<file path="src/common/fsp_pkg.sv">
/*
  Package for the frame sync pulse port: pulse width classes, lock states,
  timing figures and the cycle counts derived from them.
  Assumes a single 200 MHz station clock.
*/
package fsp_pkg;

  // ****************************************
  // Widths
  // ****************************************
  localparam int CNT_W = 22;
  localparam int SFN_W = 12;
  typedef logic [CNT_W-1:0] fsp_cnt_type;

  // ****************************************
  // Timing figures in ns
  // ****************************************
  localparam int CLK_PERIOD_NS = 5;
  localparam int T_FRAME_MIN_NS = 5000;
  localparam int T_FRAME_MAX_NS = 1000000;
  localparam int T_MF_MIN_NS = 2000000;
  localparam int T_MF_MAX_NS = 3000000;
  localparam int T_SP_MIN_NS = 4000000;
  localparam int T_SP_MAX_NS = 5000000;
  localparam int T_PERIOD_NS = 10000000;
  localparam int T_PERIOD_TOL_NS = 10000;
  localparam int T_START_MAX_NS = 500;

  // ****************************************
  // Cycle counts: least times round up, longest round down
  // ****************************************
  localparam int FRAME_MIN_CYC = (T_FRAME_MIN_NS + CLK_PERIOD_NS - 1) / CLK_PERIOD_NS;
  localparam int FRAME_MAX_CYC = T_FRAME_MAX_NS / CLK_PERIOD_NS;
  localparam int MF_MIN_CYC = (T_MF_MIN_NS + CLK_PERIOD_NS - 1) / CLK_PERIOD_NS;
  localparam int MF_MAX_CYC = T_MF_MAX_NS / CLK_PERIOD_NS;
  localparam int SP_MIN_CYC = (T_SP_MIN_NS + CLK_PERIOD_NS - 1) / CLK_PERIOD_NS;
  localparam int SP_MAX_CYC = T_SP_MAX_NS / CLK_PERIOD_NS;
  localparam int PER_MIN_CYC = (T_PERIOD_NS - T_PERIOD_TOL_NS + CLK_PERIOD_NS - 1)
                               / CLK_PERIOD_NS;
  localparam int PER_MAX_CYC = (T_PERIOD_NS + T_PERIOD_TOL_NS) / CLK_PERIOD_NS;
  localparam int START_MAX_CYC = T_START_MAX_NS / CLK_PERIOD_NS;

  // ****************************************
  // Frame number reset value
  // ****************************************
  localparam logic [SFN_W-1:0] SFN_RST = 12'h000;

  // ****************************************
  // Enumerations
  // ****************************************
  typedef enum logic [1:0] {
    CLS_NONE = 2'h0,
    CLS_FRAME = 2'h1,
    CLS_MF256 = 2'h2,
    CLS_MF4096 = 2'h3
  } fsp_class_type;

  typedef enum logic [1:0] {
    ST_LOST = 2'h0,
    ST_ARMED = 2'h1,
    ST_LOCKED = 2'h3
  } fsp_state_type;

endpackage : fsp_pkg

</file>
<file path="src/common/fsp_pulse_if.sv">
/*
  Interface from the pulse classifier to the frame timing logic.
  Assumes both ends run on the same station clock.
*/
`timescale 1ns/100ps
interface fsp_pulse_if;
  import fsp_pkg::*;
  logic fall;
  logic bad;
  logic level;
  fsp_class_type cls;

  modport src (output fall, output bad, output level, output cls);
  modport snk (input fall, input bad, input level, input cls);
endinterface : fsp_pulse_if

</file>
<file path="src/rtl/fsp_sync_port.sv">
/*
  Frame sync pulse port: validates the incoming 100 Hz pulse train, marks
  frame, multiframe and full-period starts, keeps the frame number and
  repeats the pulse train for a chained station.
  Assumes i_sync_in is asynchronous and i_legacy_mode is on i_mclk.
*/
// Notes on behaviour
// - Align only after a valid pulse train
// - Repeat input on output while valid
// - 100 Hz; frame pulse 5 us to 1 ms
// - Multiframe pulse high 2 ms to 3 ms
// - Period pulse 4-5 ms; fall restarts numbering
// - Falling edge starts every frame
// - Frame start within 500 ns of fall
// - Both long classes start a multiframe
// - 12-bit frame number, wraps at 4096
// - Legacy mode: long classes treated alike
`timescale 1ns/100ps
module fsp_sync_port #(
  parameter int unsigned P_FRAME_MAX = fsp_pkg::FRAME_MAX_CYC,
  parameter int unsigned P_MF_MIN = fsp_pkg::MF_MIN_CYC,
  parameter int unsigned P_MF_MAX = fsp_pkg::MF_MAX_CYC,
  parameter int unsigned P_SP_MIN = fsp_pkg::SP_MIN_CYC,
  parameter int unsigned P_SP_MAX = fsp_pkg::SP_MAX_CYC,
  parameter int unsigned P_PER_MIN = fsp_pkg::PER_MIN_CYC,
  parameter int unsigned P_PER_MAX = fsp_pkg::PER_MAX_CYC
) (
  input wire logic i_mclk,
  input wire logic i_sys_rst,
  input wire logic i_sync_in,
  input wire logic i_legacy_mode,
  output logic o_sync_out,
  output logic o_sync_valid,
  output logic o_aligned,
  output logic o_frame_start,
  output logic o_multiframe_start,
  output logic o_period_start,
  output logic [fsp_pkg::SFN_W-1:0] o_system_frame_number
);
  import fsp_pkg::*;

  // ****************************************
  // Pulse classifier
  // ****************************************
  fsp_pulse_if pif ();

  fsp_pulse_classifier #(
    .P_FRAME_MAX(P_FRAME_MAX),
    .P_MF_MIN(P_MF_MIN),
    .P_MF_MAX(P_MF_MAX),
    .P_SP_MIN(P_SP_MIN),
    .P_SP_MAX(P_SP_MAX)
  ) u_classifier (
    .i_mclk(i_mclk),
    .i_sys_rst(i_sys_rst),
    .i_sync_in(i_sync_in),
    .ifc(pif)
  );

  // ****************************************
  // Decode
  // ****************************************
  fsp_state_type state_r, state_nxt;
  fsp_cnt_type per_cnt_r;
  logic [SFN_W-1:0] sfn_r, sfn_nxt;
  logic aligned_r, out_r, valid_r, frame_r, mf_r, sp_r;

  wire fsp_cnt_type per_lim_w = fsp_cnt_type'(P_PER_MAX + 1);
  wire good_fall_w = pif.fall & (pif.cls != CLS_NONE);
  wire spacing_ok_w = (per_cnt_r >= fsp_cnt_type'(P_PER_MIN)) &&
                      (per_cnt_r <= fsp_cnt_type'(P_PER_MAX));
  // No pulse within the period window
  wire timeout_w = (state_r != ST_LOST) && (per_cnt_r == per_lim_w);
  wire lock_w = (state_nxt == ST_LOCKED);
  wire frame_evt_w = good_fall_w & lock_w;
  // Legacy receivers see both long classes as plain multiframe marks
  wire is_mf_w = (pif.cls == CLS_MF256) | (pif.cls == CLS_MF4096);
  wire is_sp_w = (pif.cls == CLS_MF4096) & ~i_legacy_mode;
  wire [SFN_W-1:0] sfn_inc_w = sfn_r + 12'h001;
  // Multiframe mark snaps the count to the nearest multiple of 256
  wire [3:0] sfn_hi_w = sfn_inc_w[11:8] + {3'h0, sfn_inc_w[7]};
  wire fsp_cnt_type per_cnt_nxt = good_fall_w ? '0 :
                                  (per_cnt_r < per_lim_w) ? per_cnt_r + 1'b1 : per_cnt_r;

  assign sfn_nxt = !frame_evt_w ? sfn_r :
                   is_sp_w ? SFN_RST :
                   is_mf_w ? {sfn_hi_w, 8'h00} : sfn_inc_w;

  // ****************************************
  // Lock state machine
  // ****************************************
  always_comb begin
    state_nxt = state_r;
    if (pif.bad || timeout_w) begin
      state_nxt = ST_LOST;
    end else if (good_fall_w) begin
      case (state_r)
        ST_LOST: state_nxt = ST_ARMED;
        ST_ARMED: state_nxt = spacing_ok_w ? ST_LOCKED : ST_ARMED;
        ST_LOCKED: state_nxt = spacing_ok_w ? ST_LOCKED : ST_ARMED;
        default: state_nxt = ST_LOST;
      endcase
    end
  end

  always_ff @(posedge i_mclk) begin
    if (i_sys_rst) begin
      state_r <= ST_LOST;
      per_cnt_r <= '0;
      sfn_r <= SFN_RST;
      aligned_r <= 1'b0;
    end else begin
      state_r <= state_nxt;
      per_cnt_r <= per_cnt_nxt;
      sfn_r <= sfn_nxt;
      aligned_r <= aligned_r | frame_evt_w;
    end
  end

  // ****************************************
  // Outputs
  // ****************************************
  always_ff @(posedge i_mclk) begin
    if (i_sys_rst) begin
      out_r <= 1'b0;
      valid_r <= 1'b0;
      frame_r <= 1'b0;
      mf_r <= 1'b0;
      sp_r <= 1'b0;
    end else begin
      out_r <= lock_w & pif.level;
      valid_r <= lock_w;
      frame_r <= frame_evt_w;
      mf_r <= frame_evt_w & is_mf_w;
      sp_r <= frame_evt_w & is_sp_w;
    end
  end

  assign o_sync_out = out_r;
  assign o_sync_valid = valid_r;
  assign o_aligned = aligned_r;
  assign o_frame_start = frame_r;
  assign o_multiframe_start = mf_r;
  assign o_period_start = sp_r;
  assign o_system_frame_number = sfn_r;

  // ****************************************
  // Checks
  // ****************************************
  localparam int START_BOUND = START_MAX_CYC;
endmodule : fsp_sync_port

</file>
<file path="src/rtl/fsp_pulse_classifier.sv">
/*
  Synchronises the sync input pin, measures each high time and classifies
  the pulse at its falling edge. Assumes the pin is asynchronous to i_mclk.
*/
`timescale 1ns/100ps
module fsp_pulse_classifier #(
  parameter int unsigned P_FRAME_MAX = fsp_pkg::FRAME_MAX_CYC,
  parameter int unsigned P_MF_MIN = fsp_pkg::MF_MIN_CYC,
  parameter int unsigned P_MF_MAX = fsp_pkg::MF_MAX_CYC,
  parameter int unsigned P_SP_MIN = fsp_pkg::SP_MIN_CYC,
  parameter int unsigned P_SP_MAX = fsp_pkg::SP_MAX_CYC
) (
  input wire logic i_mclk,
  input wire logic i_sys_rst,
  input wire logic i_sync_in,
  fsp_pulse_if.src ifc
);
  import fsp_pkg::*;

  // ****************************************
  // Synchroniser and filtered level
  // ****************************************
  logic s1_r, s2_r, s3_r, lvl_r, fall_r, bad_r;
  fsp_cnt_type hi_cnt_r;
  fsp_class_type cls_r;

  wire fsp_cnt_type lim_w = fsp_cnt_type'(P_SP_MAX + 1);
  wire lvl_nxt = (s2_r == s3_r) ? s3_r : lvl_r;
  wire fall_w = lvl_r & ~lvl_nxt;
  wire rise_w = ~lvl_r & lvl_nxt;
  wire in_frame_w = (hi_cnt_r >= fsp_cnt_type'(FRAME_MIN_CYC)) &&
                    (hi_cnt_r <= fsp_cnt_type'(P_FRAME_MAX));
  wire in_mf_w = (hi_cnt_r >= fsp_cnt_type'(P_MF_MIN)) &&
                 (hi_cnt_r <= fsp_cnt_type'(P_MF_MAX));
  wire in_sp_w = (hi_cnt_r >= fsp_cnt_type'(P_SP_MIN)) &&
                 (hi_cnt_r <= fsp_cnt_type'(P_SP_MAX));
  wire fsp_class_type cls_w = in_frame_w ? CLS_FRAME :
                              in_mf_w ? CLS_MF256 :
                              in_sp_w ? CLS_MF4096 : CLS_NONE;
  // Still high past the longest class: flag once, before any fall
  wire stuck_w = lvl_r & lvl_nxt & (hi_cnt_r == fsp_cnt_type'(P_SP_MAX));
  wire bad_nxt = (fall_w & (cls_w == CLS_NONE)) | stuck_w;
  wire fsp_cnt_type hi_cnt_nxt = rise_w ? fsp_cnt_type'(1) :
                                 (lvl_r && hi_cnt_r < lim_w) ? hi_cnt_r + 1'b1 : hi_cnt_r;

  always_ff @(posedge i_mclk) begin
    if (i_sys_rst) begin
      s1_r <= 1'b0;
      s2_r <= 1'b0;
      s3_r <= 1'b0;
      lvl_r <= 1'b0;
    end else begin
      s1_r <= i_sync_in;
      s2_r <= s1_r;
      s3_r <= s2_r;
      lvl_r <= lvl_nxt;
    end
  end

  // ****************************************
  // Width measurement and classification
  // ****************************************
  always_ff @(posedge i_mclk) begin
    if (i_sys_rst) begin
      hi_cnt_r <= '0;
      fall_r <= 1'b0;
      bad_r <= 1'b0;
      cls_r <= CLS_NONE;
    end else begin
      hi_cnt_r <= hi_cnt_nxt;
      fall_r <= fall_w;
      bad_r <= bad_nxt;
      cls_r <= fall_w ? cls_w : cls_r;
    end
  end

  assign ifc.fall = fall_r;
  assign ifc.bad = bad_r;
  assign ifc.level = lvl_r;
  assign ifc.cls = cls_r;
endmodule : fsp_pulse_classifier

</file>
<file path="config.mk">
export PLATFORM = sky130hd
export DESIGN_NAME = fsp_sync_port
export DESIGN_NICKNAME = d
export VERILOG_FILES = /design/src/common/fsp_pkg.sv /design/src/common/fsp_pulse_if.sv /design/src/rtl/fsp_sync_port.sv /design/src/rtl/fsp_pulse_classifier.sv
export SDC_FILE = /design/constraint.sdc
export NUM_CORES = 1
export LEC_CHECK = 0
export BUFFER_PORTS_ARGS = -buffer_cell sky130_fd_sc_hd__buf_2
export CAP_MARGIN = 20
export CELL_PAD_IN_SITES_DETAIL_PLACEMENT = 2
export CELL_PAD_IN_SITES_GLOBAL_PLACEMENT = 2
export CORE_MARGIN = 2
export CORE_UTILIZATION = 40
export DETAILED_ROUTE_END_ITERATION = 7
export PLACE_DENSITY_LB_ADDON = 0.1
export SKIP_LAST_GASP = 1
export SYNTH_ARGS = -nofsm -noshare
export SYNTH_HDL_FRONTEND = slang
export SYNTH_SLANG_ARGS = --single-unit
</file>
<file path="constraint.sdc">
create_clock -name i_mclk -period 6.7 [get_ports i_mclk]
set_clock_uncertainty 0.1 [all_clocks]
set_input_delay 1.675 -clock i_mclk [delete_from_list [all_inputs] [get_ports i_mclk]]
set_output_delay 1.675 -clock i_mclk [all_outputs]
set_load 0.005 [all_outputs]
</file>
* After elaboration in Yosys (flattened, before gate mapping)
Index checks and enable logic that the tools add are counted.
Storage, ports and cells: bits in registers 72, bits of input ports 4, output and inout port bits 18, logic and storage cells 84
Cells by class: add/subtract/negate cells 4, order comparisons 10, eq/ne operators 8, mux-type cells 12, bitwise gates (word level) 17, reductions and logical operators 15
Operators with widths (count):
- adder 22 x 1 -> 22 bit, second input constant | 2
- <= comparator 22 x 20 -> 1 bit, second input constant | 2
- 2-to-1 mux 12 bit | 2
- equality test 22 x 20 -> 1 bit, second input constant | 1
- equality test 22 x 21 -> 1 bit, second input constant | 1
- >= comparator 22 x 10 -> 1 bit, second input constant | 1
- >= comparator 22 x 19 -> 1 bit, second input constant | 1
- >= comparator 22 x 20 -> 1 bit, second input constant | 1
- >= comparator 22 x 21 -> 1 bit, second input constant | 1
- <= comparator 22 x 18 -> 1 bit, second input constant | 1
- <= comparator 22 x 21 -> 1 bit, second input constant | 1
- less-than comparator 22 x 20 -> 1 bit, second input constant | 1
- less-than comparator 22 x 21 -> 1 bit, second input constant | 1
- adder 12 x 1 -> 12 bit, second input constant | 1
- 2-to-1 mux 2 bit | 6
- bitwise AND 1 bit | 11
- equality test 2 bit, second input constant | 4
- logical AND 1 bit | 6
- nonzero test 2 bit | 3
- OR reduction 2 bit | 3
- adder 4 x 1 -> 4 bit | 1
- zero test 2 bit | 2
- case mux 2 bit (2 select lines) | 1
- 2-to-1 mux 1 bit | 3
- 5 further kinds | 9

* Depth between registers and ports, before layout
word-level depth 9, mapped depth 12, gate-level depth less buffers 12

* Modules after synthesis
Synthesis repeated with hierarchy kept, for this count alone.
Second synthesis, totals: cells, all modules 501, area total of the unflattened synthesis 4043.9 µm²
Modules (own cells, without submodules):
- fsp_sync_port | instances 1, cells an instance 294, area an instance 2367.3 µm², seq. area each 840.8 µm²
- fsp_pulse_classifier | instances 1, cells an instance 207, area an instance 1676.6 µm², seq. area each 600.6 µm²

* Worst setup path before layout
OpenSTA, ideal clock, no wires.
path kind in2reg, start point in i_sys_rst, end point reg u_classifier.hi_cnt_r[13], setup time 0.128 ns, arrival time 2.649 ns, required time 6.472 ns, slack 3.824 ns, stages 5, path buffers 2, path through clkbuf_1 -> inv_1 -> nand2_1 -> clkbuf_1 -> nor2_1
On the way: word-level cells in the longest chain between the ends 1
RTL lines:
- from (decl) | line fsp_sync_port.sv:29 | input wire logic i_sys_rst,
- OR reduction 2 bit (no line)
- to (signal assigned) | line fsp_pulse_classifier.sv:70 | hi_cnt_r <= hi_cnt_nxt;
- to (decl) | line fsp_pulse_classifier.sv:24 | fsp_cnt_type hi_cnt_r;
No other way between the ends. A chain may end at the register's enable or synchronous reset.

* Final worst setup path
start point reg u_classifier.cls_r[1], in the netlist u_classifier.ifc.cls[1], end point reg sfn_r[6], in the netlist o_system_frame_number[6]
On the way: word-level cells in the longest chain between the ends 6, elaborated cells between the ends (all ways) 12, classes of those cells eq/ne: 3; mux: 4; bitwise: 4; reduce/logical: 1
RTL lines:
- from (decl) | line fsp_pulse_classifier.sv:25 | fsp_class_type cls_r;
- from (signal assigned) | line fsp_pulse_classifier.sv:73 | cls_r <= fall_w ? cls_w : cls_r;
- nonzero test 2 bit | line fsp_sync_port.sv:69 | wire good_fall_w = pif.fall & (pif.cls != CLS_NONE);
- bitwise AND 1 bit | line fsp_sync_port.sv:69
- 2-to-1 mux 2 bit | line fsp_sync_port.sv:96 | end else if (good_fall_w) begin
- 2-to-1 mux 2 bit | line fsp_sync_port.sv:94 | if (pif.bad || timeout_w) begin
- equality test 2 bit | line fsp_sync_port.sv:74 | wire lock_w = (state_nxt == ST_LOCKED);
- bitwise AND 1 bit | line fsp_sync_port.sv:75 | wire frame_evt_w = good_fall_w & lock_w;
- to (signal assigned) | line fsp_sync_port.sv:115 | sfn_r <= sfn_nxt;
- to (decl) | line fsp_sync_port.sv:65 | logic [SFN_W-1:0] sfn_r, sfn_nxt;
Parallel ways exist; a longest one is shown, timed or not.

==> flow_summary.json <==
{
  "tightest_slew_ns": 0.971,
  "yosysUniqueCellTypes": 56,
  "maxCapViolations": 0,
  "nets": 494,
  "finalHoldViolations": 0,
  "grt_start_max_net_pins": 30,
  "syn_nets": 479,
  "cts_made_buffers": 9,
  "clock_sinks": 72,
  "avgSynthCellArea_um2": 8.14,
  "area_growth_syn_to_layout_pct": 10.5,
  "ctsHoldBuffers": 0,
  "core_um2": 9240,
  "n_fill_cell": 1072,
  "postSynth.asyncResetShare": 0,
  "fin_crit_ns": 3.58,
  "drt-wirelength-per-cell_um": 18.0,
  "critPathMaxFanout": 21,
  "hold_class": "flop to flop",
  "detail-route-antenna-nets": 0,
  "clkTransAtPathRegs_ns": 0.08,
  "io_buffers": 21,
  "crit_path_start_kind": "flop",
  "powerDensity_nw_per_um2": 201,
  "setup_viol": 0,
  "cts-root-buf": "clkbuf_8",
  "cts_tree": "built",
  "initial_utilization": 0.411,
  "diodes": 0,
  "chipHeight_um": 101,
  "timing.slew.headroom": 0.336,
  "finalMaxSlewViolations": 0,
  "cts_setup_buffers": 0,
  "post_cts_resized": 0,
  "crit_arrival_ns": 3.75,
  "place.gp.congestion": 0.761,
  "synth_ff_type": "dfxtp_1",
  "ys_ff_latch": 72,
  "endpoint_kind": "flop",
  "first_pass_iters": 4,
  "vias": 3465,
  "worst_path_largest_cell_delay_ns": 0.85,
  "tns_ns": 0,
  "crit_chain": "o21ai_0 > nor4bb_1 > nand3_1 > or4b_2 > a21oi_1",
  "timing.fmax_ghz": 0.279,
  "synth_warnings": 0,
  "drtIter0Drc": 85,
  "p_leak_nw": 1.63,
  "place_area_um2": 3980,
  "grt_pass1_wl_mm": 18.8,
  "cp.required_ns": 6.87,
  "max-vdd-ir-drop_v": 0.0000873,
  "remaining_drc_errors": 0,
  "slowest_stage": "or4b_2",
  "rows": 35,
  "grtUsageTotal": 0.230,
  "stdcell_area_um2": 4190,
  "syn-cell-area_um2": 3790,
  "via_per_inst": 5.65,
  "clockBufferDepth": 2,
  "antenna_found_initial": 0,
  "grt_pass1_vias": 3761,
  "syn_inst": 466,
  "drive_above_1_share": 0.107,
  "top_level_ports": 22,
  "routed_wl_mm": 11.0,
  "gr-total-overflow": 0,
  "rsz0062_at_grt": "no",
  "htree_levels": 3,
  "post-route-period-util": 0.534,
  "die_area_um2": 10300,
  "worstSetupPathType": "flop to flop",
  "synth_edf_count": 0,
  "ys_seq_area_frac": 0.380,
  "status": "finished clean",
  "insertion_delay_ns": 0.36,
  "fp.dieW_um": 101,
  "dp_hpwl_mm": 7.72
}
cell usage after synthesis, types with 2 or more instances:
cell / count / area [um^2]
dfxtp_1: 72 / 1440
nor2_1: 58 / 218
nand2_1: 34 / 128
nand3_1: 29 / 145
xor2_1: 25 / 219
a21oi_1: 24 / 120
o21ai_0: 19 / 95.1
nand4_1: 17 / 106
and3_1: 16 / 100
clkbuf_1: 16 / 60.1
inv_1: 15 / 56.3
nor3_1: 14 / 70.1
nor4_1: 10 / 62.6
a31oi_1: 9 / 56.3
ha_1: 9 / 113
xnor2_1: 9 / 78.8
and2_1: 8 / 50.1
or3_1: 8 / 50.1
or4_1: 8 / 60.1
and4_1: 6 / 52.6
mux2i_1: 5 / 50.1
nor2b_1: 5 / 31.3
nand2b_1: 3 / 18.8
nor3_2: 3 / 30.0
o21bai_1: 3 / 22.5
or2_2: 3 / 18.8
a221oi_1: 2 / 17.5
buf_6: 2 / 22.5
nor3b_1: 2 / 15.0
nor4bb_1: 2 / 20.0
o21a_1: 2 / 15.0
o31a_1: 2 / 17.5
or4_4: 2 / 22.5
or4b_2: 2 / 20.0
placed cells by master (no fill, tap or decap), drive strengths merged, types with 6 or more instances in the layout:
cell type / count
nand4: 17
inv: 15
dfxtp: 72
and4: 6
o21ai: 20
or3: 8
nor4: 10
a21oi: 24
xor2: 25
and3: 16
buf: 23
nor2: 58
nand3: 29
clkbuf: 9
a31oi: 9
ha: 9
nor3: 17
nand2: 35
xnor2: 9
or4: 10
and2: 8
layout make-up:
class	instances	area, um^2	area share
Sequential cell	72	1440	0.344
Clock buffer	9	124	0.0295
Tap cell	129	161	0.0385
Clock inverter	5	83.8	0.0200
Timing Repair Buffer	23	118	0.0280
Inverter	15	56.3	0.0134
Multi-Input combinational cell	360	2210	0.527
final timing paths:
check                           from                        to  slack (ns)  depth (start not counted)
min                        o_aligned                 o_aligned        0.36                          2
min reg2reg                o_aligned                 o_aligned        0.36                          2
max          u_classifier.ifc.cls[1]  o_system_frame_number[6]        3.12                          5
max reg2reg  u_classifier.ifc.cls[1]  o_system_frame_number[6]        3.12                          5
metrics by stage:
stage	cells	hold WS (ns)	total power (W)	util	setup WS [ns]
global placement	598	0.326	0.000474	0.431	3.34
global route	613	0.378	0.000877	0.454	2.81
detailed placement	598	0.342	0.000476	0.431	3.20
finish	613	0.355	0.000845	0.454	3.12
CTS	612	0.365	0.000855	0.453	3.15
floorplan	466	0.314	0.000465	-	3.82
where the power goes:
| group | internal, W | switching [W] |
|---|---|---|
| Combinational | 0.00000965 | 0.0000181 |
| Sequential | 0.000432 | 0.00000718 |
| Clock | 0.000206 | 0.000172 |
logic make-up (layout without fill, tap and decap cells):
logic type	after synthesis	after routing	synth area share
AO/OA/AOI/OAI	78	78	0.131
XOR/XNOR	34	34	0.0785
adder cells (fa/ha/maj)	9	9	0.0297
buffers and inverters	34	52	0.0379
flip-flops	72	72	0.380
multiplexers	6	6	0.0162
AND/OR/NAND/NOR	233	233	0.327
flip-flops by register name (all words and copies together), names as in the netlist:
register	flops
u_classifier.s2_r	1
o_aligned	1
state_r	2
u_classifier.s3_r	1
o_frame_start	1
u_classifier.ifc.bad	1
o_system_frame_number	12
u_classifier.ifc.level	1
o_sync_out	1
u_classifier.ifc.fall	1
o_sync_valid	1
u_classifier.hi_cnt_r	22
u_classifier.s1_r	1
per_cnt_r	22
o_period_start	1
o_multiframe_start	1
u_classifier.ifc.cls	2
worst max-delay path, delay by kind of cell (launching register included):
family | cells | cell delay (ns)
and+or+nand+nor | 3 | 2.09
DFF | 1 | 0.74
AOI/OAI and AO/OA | 2 | 0.56
layer usage:
layer	track usage	vias up	wire length [um]
met5	0	-	0
met4	0.0790	0	94
met3	0.0262	9	202
met2	0.415	25	5700
met1	0.283	1726	5030
li1	-	1705	-
No activity file was read; power rests on OpenSTA's default activity.
